==> src/hdl/i2c_flag_pkg.sv <==
package i2c_flag_pkg;

   // ==========================================================
   // Register indices; the byte address is four times the index.
   localparam logic [15:0] FLAG_MODE_IDX  = 16'hffab;
   localparam logic [15:0] CONTROL_IDX    = 16'hffac;
   localparam logic [15:0] IRQ_STATUS_IDX = 16'hffad;
   localparam logic [15:0] IRQ_MASK_IDX   = 16'hffae;

   // ==========================================================
   // Field positions of the flag and mode register.
   localparam int unsigned FM_START_FAIL_BIT = 7;
   localparam int unsigned FM_BUS_BUSY_BIT   = 6;
   localparam int unsigned FM_INIT_START_BIT = 1;
   localparam int unsigned FM_RSV_DIS_BIT    = 0;

   // ==========================================================
   // Field positions of the control register.
   localparam int unsigned CTRL_OP_EN_BIT     = 7;
   localparam int unsigned CTRL_START_REQ_BIT = 1;

   // ==========================================================
   // Interrupt event bits, shared by status and mask.
   localparam int unsigned IRQ_W         = 3;
   localparam int unsigned IRQ_START_BIT = 0;
   localparam int unsigned IRQ_STOP_BIT  = 1;
   localparam int unsigned IRQ_FAIL_BIT  = 2;

   // ==========================================================
   // Reset values.
   localparam logic [7:0]       FLAG_MODE_RST = 8'h00;
   localparam logic [7:0]       CONTROL_RST   = 8'h00;
   localparam logic [IRQ_W-1:0] IRQ_RST       = 3'h0;

   // ==========================================================
   // Layout of the flag and mode register.
   typedef struct packed {
      logic       start_fail_flag;
      logic       bus_busy_flag;
      logic [3:0] unused;
      logic       initial_start_enable;
      logic       reservation_disable;
   } flag_mode_t;

   // ==========================================================
   // Sampled bus line levels.
   typedef struct packed {
      logic scl;
      logic sda;
   } line_t;

endpackage

==> src/hdl/i2c_bus_flag_start_control.sv <==
`timescale 1ns/1ps
module i2c_bus_flag_start_control
#(
   parameter int DATA_W = 32
)
(
   // Clock and reset.
   input  wire logic                           core_clk_in,
   input  wire logic                           rstn_in,
   // APB slave.
   input  wire logic                           psel_in,
   input  wire logic                           penable_in,
   input  wire logic                           pwrite_in,
   input  wire logic [31:0]                    paddr_in,
   input  wire logic [DATA_W-1:0]              pwdata_in,
   output logic      [DATA_W-1:0]              prdata_out,
   output logic                                pready_out,
   output logic                                pslverr_out,
   // Bus lines and the start generator.
   input  wire logic                           scl_in,
   input  wire logic                           sda_in,
   input  wire logic                           start_attempt_fail_in,
   // Control towards the serial logic.
   output logic                                i2c_operation_enable_out,
   output logic                                start_request_out,
   output logic                                start_permit_out,
   output logic                                reservation_disable_out,
   output logic                                bus_busy_flag_out,
   output logic                                start_fail_flag_out,
   // Interrupt.
   output logic                                irq_out
);
   import i2c_flag_pkg::*;

   // ==========================================================
   // Elaboration check.
   generate
      if (DATA_W != 32)
      begin : g_bad_width
         $error("DATA_W must be 32");
      end
   endgenerate

   // ==========================================================
   // State.
   flag_mode_t       flag_mode;
   flag_mode_t       next_flag_mode;
   logic             op_en;
   logic             next_op_en;
   logic             start_req;
   logic             next_start_req;
   logic             permit;
   logic             next_permit;
   logic [IRQ_W-1:0] irq_status;
   logic [IRQ_W-1:0] next_irq_status;
   logic [IRQ_W-1:0] irq_mask;
   logic [IRQ_W-1:0] next_irq_mask;
   logic             irq;
   logic [DATA_W-1:0] rdata;
   logic             ready;
   logic             slverr;
   line_t            line_meta;
   line_t            line_sync;
   line_t            line_prev;

   // ==========================================================
   // Start and stop detection on the synchronised lines.
   wire scl_high   = line_sync.scl & line_prev.scl;
   wire start_seen = scl_high & line_prev.sda & ~line_sync.sda;
   wire stop_seen  = scl_high & ~line_prev.sda & line_sync.sda;
   wire start_det  = start_seen & op_en;
   wire stop_det   = stop_seen & op_en;

   always_ff @(posedge core_clk_in or negedge rstn_in)
   begin
      if (!rstn_in)
      begin
         line_meta <= '1;
         line_sync <= '1;
      end
      else
      begin
         line_meta <= '{scl: scl_in, sda: sda_in};
         line_sync <= line_meta;
      end
   end

   always_ff @(posedge core_clk_in or negedge rstn_in)
   begin
      if (!rstn_in)
      begin
         line_prev <= '1;
      end
      else
      begin
         line_prev <= line_sync;
      end
   end

   // ==========================================================
   // APB decode.
   wire addr_ok     = (paddr_in[31:18] == 14'h0000) && (paddr_in[1:0] == 2'h0);
   wire hit_flag    = addr_ok && (paddr_in[17:2] == FLAG_MODE_IDX);
   wire hit_ctrl    = addr_ok && (paddr_in[17:2] == CONTROL_IDX);
   wire hit_stat    = addr_ok && (paddr_in[17:2] == IRQ_STATUS_IDX);
   wire hit_mask    = addr_ok && (paddr_in[17:2] == IRQ_MASK_IDX);
   wire hit_any     = hit_flag | hit_ctrl | hit_stat | hit_mask;
   wire setup       = psel_in & ~penable_in;
   wire access_done = psel_in & penable_in & ready;
   wire wr_fire     = access_done & pwrite_in;
   wire rd_fire     = access_done & ~pwrite_in;
   wire wr_flag     = wr_fire & hit_flag;
   wire wr_ctrl     = wr_fire & hit_ctrl;
   wire wr_mask     = wr_fire & hit_mask;
   wire rd_stat     = rd_fire & hit_stat;

   // ==========================================================
   // Read selection.
   wire [7:0] ctrl_view = {op_en, 5'h00, start_req, 1'b0};
   wire [DATA_W-1:0] read_word =
      hit_flag ? {24'h000000, flag_mode}                      :
      hit_ctrl ? {24'h000000, ctrl_view}                      :
      hit_stat ? {{(DATA_W-IRQ_W){1'b0}}, irq_status}         :
      hit_mask ? {{(DATA_W-IRQ_W){1'b0}}, irq_mask}           :
                 {DATA_W{1'b0}};

   // ==========================================================
   // Software strobes and the start failure event into the flag logic.
   wire enable_rise  = wr_ctrl & pwdata_in[CTRL_OP_EN_BIT] & ~op_en;
   wire sw_start_set = wr_ctrl & pwdata_in[CTRL_START_REQ_BIT];
   wire mode_write   = wr_flag & ~op_en;
   wire fail_event   = start_attempt_fail_in & op_en & flag_mode.reservation_disable;

   // ==========================================================
   // Control register next values.
   assign next_op_en = wr_ctrl ? pwdata_in[CTRL_OP_EN_BIT] : op_en;

   assign next_start_req = wr_ctrl ? (pwdata_in[CTRL_START_REQ_BIT] & pwdata_in[CTRL_OP_EN_BIT]) :
                           (start_req & op_en & ~fail_event);

   // ==========================================================
   // Flag and mode register next values.
   assign next_flag_mode.start_fail_flag =
      fail_event | (op_en & flag_mode.start_fail_flag & ~sw_start_set);

   assign next_flag_mode.bus_busy_flag =
      (enable_rise & ~flag_mode.initial_start_enable) |
      (op_en & (start_det | (flag_mode.bus_busy_flag & ~stop_det)));

   assign next_flag_mode.unused = 4'h0;

   assign next_flag_mode.initial_start_enable =
      ~start_det & (mode_write ? pwdata_in[FM_INIT_START_BIT] :
                                 flag_mode.initial_start_enable);

   assign next_flag_mode.reservation_disable =
      mode_write ? pwdata_in[FM_RSV_DIS_BIT] : flag_mode.reservation_disable;

   // ==========================================================
   // Start permission after enabling.
   assign next_permit =
      (enable_rise & flag_mode.initial_start_enable) |
      (op_en & (permit | stop_det));

   // ==========================================================
   // Interrupt status, one sticky bit per event; an event wins over the read clear.
   wire [IRQ_W-1:0] irq_event;
   assign irq_event[IRQ_START_BIT] = start_det;
   assign irq_event[IRQ_STOP_BIT]  = stop_det;
   assign irq_event[IRQ_FAIL_BIT]  = fail_event;

   genvar gi;
   generate
      for (gi = 0; gi < IRQ_W; gi++)
      begin : g_irq
         assign next_irq_status[gi] = irq_event[gi] |
                                      (irq_status[gi] & ~(rd_stat & rdata[gi]));
      end
   endgenerate

   assign next_irq_mask = wr_mask ? pwdata_in[IRQ_W-1:0] : irq_mask;

   // ==========================================================
   // Flag and mode register.
   always_ff @(posedge core_clk_in or negedge rstn_in)
   begin
      if (!rstn_in)
      begin
         flag_mode <= flag_mode_t'(FLAG_MODE_RST);
      end
      else
      begin
         flag_mode <= next_flag_mode;
      end
   end

   // ==========================================================
   // Control register: operation enable and start request.
   always_ff @(posedge core_clk_in or negedge rstn_in)
   begin
      if (!rstn_in)
      begin
         op_en <= CONTROL_RST[CTRL_OP_EN_BIT];
      end
      else
      begin
         op_en <= next_op_en;
      end
   end

   always_ff @(posedge core_clk_in or negedge rstn_in)
   begin
      if (!rstn_in)
      begin
         start_req <= CONTROL_RST[CTRL_START_REQ_BIT];
      end
      else
      begin
         start_req <= next_start_req;
      end
   end

   // ==========================================================
   // Start permission.
   always_ff @(posedge core_clk_in or negedge rstn_in)
   begin
      if (!rstn_in)
      begin
         permit <= 1'b0;
      end
      else
      begin
         permit <= next_permit;
      end
   end

   // ==========================================================
   // Interrupt status, mask and line.
   always_ff @(posedge core_clk_in or negedge rstn_in)
   begin
      if (!rstn_in)
      begin
         irq_status <= IRQ_RST;
      end
      else
      begin
         irq_status <= next_irq_status;
      end
   end

   always_ff @(posedge core_clk_in or negedge rstn_in)
   begin
      if (!rstn_in)
      begin
         irq_mask <= IRQ_RST;
      end
      else
      begin
         irq_mask <= next_irq_mask;
      end
   end

   always_ff @(posedge core_clk_in or negedge rstn_in)
   begin
      if (!rstn_in)
      begin
         irq <= 1'b0;
      end
      else
      begin
         irq <= |(next_irq_status & next_irq_mask);
      end
   end

   // ==========================================================
   // APB answer: one wait-free access phase after each setup.
   wire [DATA_W-1:0] next_rdata = setup       ? (pwrite_in ? {DATA_W{1'b0}} : read_word) :
                                  access_done ? {DATA_W{1'b0}}                           :
                                                rdata;

   always_ff @(posedge core_clk_in or negedge rstn_in)
   begin
      if (!rstn_in)
      begin
         ready <= 1'b0;
      end
      else
      begin
         ready <= setup;
      end
   end

   always_ff @(posedge core_clk_in or negedge rstn_in)
   begin
      if (!rstn_in)
      begin
         slverr <= 1'b0;
      end
      else
      begin
         slverr <= setup & ~hit_any;
      end
   end

   always_ff @(posedge core_clk_in or negedge rstn_in)
   begin
      if (!rstn_in)
      begin
         rdata <= '0;
      end
      else
      begin
         rdata <= next_rdata;
      end
   end

   // ==========================================================
   // Outputs.
   assign prdata_out               = rdata;
   assign pready_out               = ready;
   assign pslverr_out              = slverr;
   assign i2c_operation_enable_out = op_en;
   assign start_request_out        = start_req;
   assign start_permit_out         = permit;
   assign reservation_disable_out  = flag_mode.reservation_disable;
   assign bus_busy_flag_out        = flag_mode.bus_busy_flag;
   assign start_fail_flag_out      = flag_mode.start_fail_flag;
   assign irq_out                  = irq;

endmodule

==> config.mk <==
export PLATFORM = sky130hd
export DESIGN_NAME = i2c_bus_flag_start_control
export DESIGN_NICKNAME = d
export VERILOG_FILES = /design/src/hdl/i2c_flag_pkg.sv /design/src/hdl/i2c_bus_flag_start_control.sv
export SDC_FILE = /design/constraint.sdc
export NUM_CORES = 1
export LEC_CHECK = 0
export BUFFER_PORTS_ARGS = -buffer_cell sky130_fd_sc_hd__buf_2
export CAP_MARGIN = 10
export CELL_PAD_IN_SITES_DETAIL_PLACEMENT = 1
export CELL_PAD_IN_SITES_GLOBAL_PLACEMENT = 1
export CORE_ASPECT_RATIO = 2
export CORE_MARGIN = 3
export CORE_UTILIZATION = 30
export CTS_CLUSTER_SIZE = 14
export DETAILED_ROUTE_END_ITERATION = 8
export MAX_ROUTING_LAYER = met4
export PLACE_DENSITY = 0.87
export SYNTH_ARGS = -nofsm -noshare
export SYNTH_HDL_FRONTEND = slang
export SYNTH_SLANG_ARGS = --single-unit
==> constraint.sdc <==
create_clock -name core_clk_in -period 2.9 [get_ports core_clk_in]
set_clock_uncertainty 0.2 [all_clocks]
set_input_delay 0.435 -clock core_clk_in [delete_from_list [all_inputs] [get_ports core_clk_in]]
set_output_delay 0.435 -clock core_clk_in [all_outputs]
set_load 0.01 [all_outputs]
=== After elaboration in Yosys (flattened, before gate mapping) ===
Index checks and enable logic that the tools add are counted.

* Flip-flop bits (word level): 54
* Bits of input ports: 72
* Output and inout port bits: 41

* Equal/unequal tests: 4
* Mux-type cells: 10
* Bitwise gates (word level): 66
* Reduce and logical (&&, ||, !) cells: 9

{| class="wikitable"
|+ Operator list
! kind !! number
|-
| == test 16 bit, second input constant || 4
|-
| two-way mux 32 bit || 2
|-
| bitwise AND 1 bit || 40
|-
| two-way mux 8 bit || 3
|-
| zero test 14 bit || 1
|-
| inverter 1 bit || 14
|-
| OR 1 bit || 11
|-
| two-way mux 3 bit || 3
|-
| logical AND 1 bit || 5
|-
| bitwise AND 3 bit || 1
|-
| OR reduction 3 bit || 1
|-
| zero test 2 bit || 1
|-
| two-way mux 1 bit || 2
|-
| nonzero test 2 bit || 1
|}

=== Longest topological paths before layout ===
Gate-level depths: netlist of run 1.

* Word-level depth: 10
* Mapped depth: 7
* Gate-level depth less buffers: 6

=== Worst setup path before layout of run 1 ===
OpenSTA, ideal clock, no wires.

* Kind: in2reg
* From: in paddr_in[0]
* To: reg irq (netlist: irq_out)
* Arrival: 1.661 ns
* Required time: 2.562 ns
* Setup slack: 0.900 ns
* Stages: 6
* Buffers on the path: 0
* Path through: nand4bb_1 nor4_2 and4b_4 mux2_4 o21ai_1 o221ai_1

* Elaborated cells on any way between the ends: 21
* Those cells by class: 1 x mux; 15 x bitwise; 5 x reduce/logical

{| class="wikitable"
|+ RTL lines
! what !! RTL line !! source
|-
| from (decl) || i2c_bus_flag_start_control.sv:14 || <nowiki>input wire logic [31:0] paddr_in,</nowiki>
|-
| zero test 2 bit || i2c_bus_flag_start_control.sv:102 || <nowiki>wire addr_ok = (paddr_in[31:18] == 14'h0000) && (paddr_in[1:0] == 2'h0);</nowiki>
|-
| logical AND 1 bit || i2c_bus_flag_start_control.sv:102 ||
|-
| logical AND 1 bit || i2c_bus_flag_start_control.sv:106 || <nowiki>wire hit_mask = addr_ok && (paddr_in[17:2] == IRQ_MASK_IDX);</nowiki>
|-
| bitwise AND 1 bit || i2c_bus_flag_start_control.sv:114 || <nowiki>wire wr_mask = wr_fire & hit_mask;</nowiki>
|-
| two-way mux 3 bit || i2c_bus_flag_start_control.sv:181 || <nowiki>assign next_irq_mask = wr_mask ? pwdata_in[IRQ_W-1:0] : irq_mask;</nowiki>
|-
| named net next_irq_mask[0] || i2c_bus_flag_start_control.sv:57 || <nowiki>logic [IRQ_W-1:0] next_irq_mask;</nowiki>
|-
| bitwise AND 3 bit || i2c_bus_flag_start_control.sv:271 || <nowiki>irq <= |(next_irq_status & next_irq_mask);</nowiki>
|-
| OR reduction 3 bit || i2c_bus_flag_start_control.sv:271 ||
|-
| to (signal assigned) || i2c_bus_flag_start_control.sv:271 ||
|-
| to (decl) || i2c_bus_flag_start_control.sv:58 || <nowiki>logic irq;</nowiki>
|}

The timed path passes the listed nets, and every way through them passes these cells.
A chain may end at the register's enable or synchronous reset.

=== Worst setup path after layout of run 1 ===
* From: in paddr_in[19]
* To: reg irq (netlist: irq_out)

* Cells in the longest elaborated chain, start to end: 10
* Elaborated cells on any way between the ends: 21
* Those cells by class: 1 x mux; 15 x bitwise; 5 x reduce/logical

{| class="wikitable"
|+ RTL lines
! what !! RTL line !! source
|-
| zero test 14 bit * || i2c_bus_flag_start_control.sv:102 ||
|-
| logical AND 1 bit * || i2c_bus_flag_start_control.sv:102 ||
|-
| logical AND 1 bit || i2c_bus_flag_start_control.sv:105 || <nowiki>wire hit_stat = addr_ok && (paddr_in[17:2] == IRQ_STATUS_IDX);</nowiki>
|-
| bitwise AND 1 bit || i2c_bus_flag_start_control.sv:115 || <nowiki>wire rd_stat = rd_fire & hit_stat;</nowiki>
|-
| bitwise AND 1 bit || i2c_bus_flag_start_control.sv:177 || <nowiki>(irq_status[gi] & ~(rd_stat & rdata[gi]));</nowiki>
|-
| inverter 1 bit || i2c_bus_flag_start_control.sv:177 ||
|-
| bitwise AND 1 bit || i2c_bus_flag_start_control.sv:177 ||
|-
| OR 1 bit || i2c_bus_flag_start_control.sv:176 || <nowiki>assign next_irq_status[gi] = irq_event[gi] |</nowiki>
|-
| bitwise AND 3 bit * || i2c_bus_flag_start_control.sv:271 ||
|-
| OR reduction 3 bit * || i2c_bus_flag_start_control.sv:271 ||
|}

Mark *: on every way between the ends. The rest lies on a longest branch, timed or not.

==> summary.md, run 1 <==
| Metric | Value |
|---|---|
| Max H-tree Level | 1 |
| Die X | 56.57 um |
| Area growth syn-to-layout | 18.84% |
| Reg clk slew, reported paths | 0.10 ns |
| Clock Tree Buf Depth | 2 |
| Root Driver | clkbuf_8 |
| Fin Hold WS | 0.04424 ns |
| # clock sinks | 27 |
| Nets | 288 |
| Final Core Density | 37.13% |
| CP arrival | 2.02 ns |
| Hpwl dp | 3.478 mm |
| Fillers | 627 |
| Yosys warning total | 0 |
| CTS Buf Count | 3 |
| Core area | 4910 sq um |
| GRT overflow | 0 |
| PwrDens | 390.3 nW/um^2 |
| WP data required | 2.85 ns |
| Worst path cell trace | buf_2 > nor4_1 > and4_1 > and3_1 > nand4_1 > a21oi_1 > o221ai_1 |
| Number of I/O pins | 113 |
| Syn Area/Cell | 9.833 sq um |
| FF+latch count, synth | 27 |
| Synth unique cells | 39 |
| Post-layout total power | 711.6 uW |
| Setup repair bufs after CTS | 0 |
| Hold Fails Final Rpt | 0 |
| Slew headroom | 57.69% |
| CP peak stage delay | 0.33 ns |
| CP top delay family | simple AND/OR/NAND/NOR gates |
| CTS tree | built |
| Fin crit share | 71.13% |
| Max Clk Rate | 0.4848 GHz |
| Antenna violations before repair | 0 |
| Remaining antenna violation count | 0 |
| Peak supply drop | 0.2253 mV |
| Vias per std cell | 4.761 |
| Starting Density | 31.24% |
| Hold path start | scl_in |
| # hold bufs at CTS | 1 |
| Largest net degree at the start of global routing | 28 |
| Post-synth ARST share | 100.0% |
| CP Capture Type | flip-flop |
| Critical path class | in2reg |
| Final WL | 4.033 mm |
| Worst R2R Start | pready_out$_DFF_PN0_ |
| Buf+Inv Stages, Crit Path | 1 |
| Worst Tran Pin Value | 0.6334 ns |
| Crit Path Max Fanout | 6 |
| CP Launch Type | primary input |
| Worst setup margin | 0.8373 ns |
| DRC | 0 |
| Vias | 1295 |
| Fin. max-slew vios | 0 |
| Antenna fix cells | 0 |
| Tmin final | 2.063 ns |
| Share of layout cells above drive strength 1 | 34.88% |
| Worst setup path startpoint | paddr_in[19] |
| Endpoints failing setup | 0 |
| Vias in the first global route | 1368 |
| I/O Buffers | 57 |
| Slowest-stage cell, CP | and3_1 |
| Clock latency on the worst-skew pair | 0.28 ns |
| Die area | 6060 sq um |
| Part of the Yosys area used for sequential elements | 44.54% |
| Routed len/inst | 14.83 um |
| Run status | finished clean |
| # Max-Cap Violations | 0 |
| First-pass DRT Iterations | 4 |
| Post-cts resize count | 0 |
| Drt first-iter violations | 17 |
| DP Worst Slack | 0.4777 ns |
| Cell Area, Synth | 1534 sq um |
| Synth Flop Type | dfrtp_1 |
| Hold WC Path Type | in2reg |
| RSZ-0062 raised after global routing | false |
| First-pass GRT wire length | 6.361 mm |
| Post-synth EDFFs | 0 |
| Site Rows | 36 |
| Leak | 0.0009277 uW |
| TNS Setup | 0 ns |
| GPL Wtd Cong | 0.8902 |
| GRT Overall Usage | 13.84% |
| Cell count after synthesis | 156 |
| Die Y | 107.1 um |
[logic make-up after synthesis]
group,share of synthesized area (%)
AO/OA/AOI/OAI,10.03
buffers and inverters,16.88
XOR/XNOR,0.5711
multiplexers,5.220
AND/OR/NAND/NOR,22.51
other,0.2445
flip-flops,44.53
[state kept, by name, summed over array words and instances, names as in the netlist, 2 cells and up]
| name | cells |
|---|---|
| line_sync | 2 |
| line_prev | 2 |
| irq_status | 3 |
| prdata_out | 5 |
| irq_mask | 3 |
| line_meta | 2 |
[where the power goes]
group / total [uW] / switching [uW] / internal [uW]
clock network: 221 / 124 / 96.6
registers: 394 / 4.95 / 389
logic: 97.2 / 59.9 / 37.3
[cell usage in the layout (no fill, tap or decap), drive strengths merged]
master,count
and3b,1
dlygate4sd3,1
xnor2,1
nand4,7
clkbuf,3
nor2,9
nor2b,1
o31ai,1
nand4bb,3
a21oi,5
clkinv,1
nor4,4
inv,10
and4,1
a2bb2oi,1
nand2,17
and4b,2
nand3,4
o21ai,10
nor3b,2
o221ai,1
dfrtp,21
mux2i,5
dfstp,6
a41oi,1
nand2b,1
nor3,1
a31oi,1
buf,57
or2,1
nor4b,1
a22o,2
mux2,2
conb,27
a22oi,2
and3,2
[through the flow]
step	cells	instance area [sq um]
floorplan	182	1632
global placement	267	1767
detailed placement	267	1767
CTS	272	1823
global route	272	1823
finish	272	1823
[synth_stat cells, types with 3 or more instances]
| master | count | area [sq um] |
|---|---|---|
| buf_4 | 28 | 210.2 |
| dfrtp_1 | 21 | 525.5 |
| nand2_1 | 17 | 63.81 |
| inv_1 | 10 | 37.54 |
| nor2_1 | 9 | 33.78 |
| o21ai_0 | 9 | 45.04 |
| dfstp_2 | 6 | 157.7 |
| nand4_1 | 6 | 37.54 |
| a21oi_1 | 5 | 25.02 |
| mux2i_1 | 5 | 50.05 |
| nand3_1 | 4 | 20.02 |
| nand4bb_1 | 3 | 33.78 |
| nor4_1 | 3 | 18.77 |
[worst paths after layout]
check	slack [ns]	to	cells past startpoint
max	0.84	irq_out$_DFF_PN0_	7
min	0.04	line_meta[1]$_DFF_PN1_	1
max reg2reg	1.10	irq_out$_DFF_PN0_	5
min reg2reg	0.16	line_sync[1]$_DFF_PN1_	0
max in group asynchronous	1.58	start_permit_out$_DFF_PN0_	2
min in group asynchronous	0.51	pslverr_out$_DFF_PN0_	2
[routing by layer]
layer	global-route usage (%)	routed length, um	share of wire [%]	vias to the layer above
li1	-	-	-	610
met1	13.05	1349	33	603
met2	26.16	2217	55	72
met3	1.205	316	7.8	10
met4	8.149	150	3.7	0
met5	-	0	0	-
[area by class of cell]
| type | count | area, sq um | area share [%] |
|---|---|---|---|
| flip-flops and latches | 27 | 683.2 | 37.47 |
| repair buffers | 58 | 295.3 | 16.20 |
| clock buffers | 3 | 41.29 | 2.265 |
| inverters | 10 | 37.54 | 2.059 |
| well taps | 57 | 71.32 | 3.912 |
| multi-input cells | 116 | 689.4 | 37.82 |
| clock inverters | 1 | 5.005 | 0.2745 |
Note: power is estimated with default switching activity, not from simulation.
==> inputs of run 2 (changes only) <==
- CORE_UTILIZATION: 30 -> 28
- PLACE_DENSITY: 0.87 -> 0.82
- clock period: 2.9 -> 2 ns (I/O delays scaled with it)
==> summary.md, run 2 (synthesis gave the netlist of run 1 again) <==
| Metric | Value |
|---|---|
| # Max-Cap Violations | 0 (unchanged) |
| Run status | finished clean |
| Critical path class | in2reg |
| PwrDens | 537.9 nW/um^2 (+38%) |
| Hold WC Path Type | in2reg |
| Crit Path Max Fanout | 3 (-3) |
| Clock Tree Buf Depth | 2 (unchanged) |
| DRC | 0 (unchanged) |
| GRT overflow | 0 (unchanged) |
| Antenna fix cells | 0 (unchanged) |
| Hpwl dp | 3.561 mm (+2.4%) |
| Clock latency on the worst-skew pair | 0.28 ns (about the same) |
| Die area | 6456 sq um (+6.5%) |
| Vias in the first global route | 1479 (+8.1%) |
| Max reg flops | 5 (unchanged) |
| Fin crit share | 92.99% |
| Worst setup margin | 0.1403 ns (-0.6970 ns) |
| Post-layout total power | 1046 uW (+47%) |
| Root Driver | clkbuf_8 |
| DP Worst Slack | -0.1884 ns (-0.6661 ns) |
| Routed len/inst | 15.05 um (+1.5%) |
| Multi-input logic area | 690.7 sq um (+0.18%) |
| Hold Fails Final Rpt | 0 (unchanged) |
| I/O Buffers | 57 (unchanged) |
| Nets | 303 (+5.2%) |
| Die Y | 110.7 um (+3.3%) |
| Die X | 58.34 um (+3.1%) |
| Vias per std cell | 4.764 (about the same) |
| Remaining antenna violation count | 0 (unchanged) |
| Core area | 5231 sq um (+6.5%) |
| Commonest cells after routing, fill and taps aside | buf_2 (57), conb_1 (27), dfrtp_1 (21), nand2_1 (17), buf_4 (13) |
| First-pass GRT wire length | 6.755 mm (+6.2%) |
| WP data required | 1.95 ns (-0.90 ns) |
| CTS tree | built |
| Vias | 1372 (+5.9%) |
| GRT Overall Usage | 14.04% (+0.20 points) |
| Largest net degree at the start of global routing | 28 (unchanged) |
| Peak supply drop | 0.2240 mV (-0.58%) |
| CP Launch Type | primary input |
| CTS Buf Count | 3 (unchanged) |
| Tmin final | 1.860 ns |
| Leak | 0.0009976 uW (+7.5%) |
| Slew headroom | 59.13% (+1.4 points) |
| RSZ-0062 raised after global routing | false |
| Final WL | 4.333 mm (+7.4%) |
| Fillers | 653 (+4.1%) |
| Commonest non-fill, non-tap cell in the layout | buf_2 |
| First-pass DRT Iterations | 4 (unchanged) |
| Drt first-iter violations | 37 (+20) |
| Register area | 683.2 sq um (unchanged) |
| GPL Wtd Cong | 0.8566 (-3.8%) |
| Endpoints failing setup | 0 (unchanged) |
| Max H-tree Level | 1 (unchanged) |
| Reg clk slew, reported paths | 0.09 ns (about the same) |
| Number of I/O pins | 113 (unchanged) |
| Starting Density | 29.32% (-1.9 points) |
| Setup repair bufs after CTS | 0 (unchanged) |
| Fin. max-slew vios | 0 (unchanged) |
| Max Clk Rate | 0.5377 GHz |
| Site Rows | 37 (+2.8%) |
| CP arrival | 1.81 ns (-0.21 ns) |
| Area growth syn-to-layout | 26.84% |
| CP Capture Type | flip-flop |
| Worst Tran Pin Value | 0.6131 ns (-0.02024 ns) |
| Antenna violations before repair | 0 (unchanged) |
| # clock sinks | 27 (unchanged) |
| Share of layout cells above drive strength 1 | 38.70% (+3.8 points) |
[run 2: path summary, 6_finish.rpt]
check,slack (ns),startpoint,to,cells after the start
max in group asynchronous,0.82,rstn_in,prdata_out[2]$_DFFE_PN0P_,2
min reg2reg,0.16,line_meta[1]$_DFF_PN1_,line_sync[1]$_DFF_PN1_,0
min,0.07,pwdata_in[0],reservation_disable_out$_DFFE_PN0P_,2
max,0.14,paddr_in[0],irq_out$_DFF_PN0_,7
max reg2reg,0.22,pready_out$_DFF_PN0_,irq_out$_DFF_PN0_,5
min in group asynchronous,0.38,rstn_in,pready_out$_DFF_PN0_,2
[run 2: per-stage QoR]
| step | area (sq um) | hold WS, ns | TNS [ns] | utilization (%) | std cells |
|---|---|---|---|---|---|
| 2_1_floorplan | 1632 | -0.1956 | 0 | - | 182 |
| 3_3_place_gp | 1866 | 0.1342 | -0.4620 | 35.66 | 281 |
| 3_5_place_dp | 1866 | 0.1393 | -1.202 | 35.66 | 281 |
| 4_1_cts | 1944 | 0.06966 | 0 | 37.17 | 288 |
| 5_1_grt | 1946 | 0.06811 | 0 | 37.19 | 288 |
| 6_report | 1946 | 0.07214 | 0 | 37.19 | 288 |
[run 2: power breakdown]
group / total [uW] / switching, uW / leakage (uW) / internal [uW]
Sequential: 572 / 8.20 / 0.000331 / 564
Clock: 319 / 177 / 0.0000217 / 142
Combinational: 156 / 90.7 / 0.000645 / 65.2
[run 2: critical path, cell delays in order]
cell       delay, ns
buf_2           0.10
nand4bb_1       0.21
nor4_2          0.35
and4b_4         0.32
mux2_4          0.31
o21ai_1         0.10
o221ai_1        0.12
[run 2: layout make-up]
| type | instances | share of cell area, % |
|---|---|---|
| multi-input combinational | 116 | 35.50 |
| sequential | 27 | 35.11 |
| timing repair buffer | 73 | 21.22 |
| tap | 58 | 3.730 |
| clock buffer | 3 | 2.122 |
| inverter | 10 | 1.929 |
| clock inverter | 1 | 0.3859 |
[run 2: timing repair]
action	in CTS	in global routing
hold buffers	3	0
endpoints found under the setup margin	0	1
gates resized for setup	0	1
endpoints found under the hold margin	23	0
[run 2: routing by layer]
metal	GRT usage [%]	share of wire (%)
met1	11.76	32
met2	26.74	56
met3	2.448	7.9
met4	7.895	4.1
met5	-	0
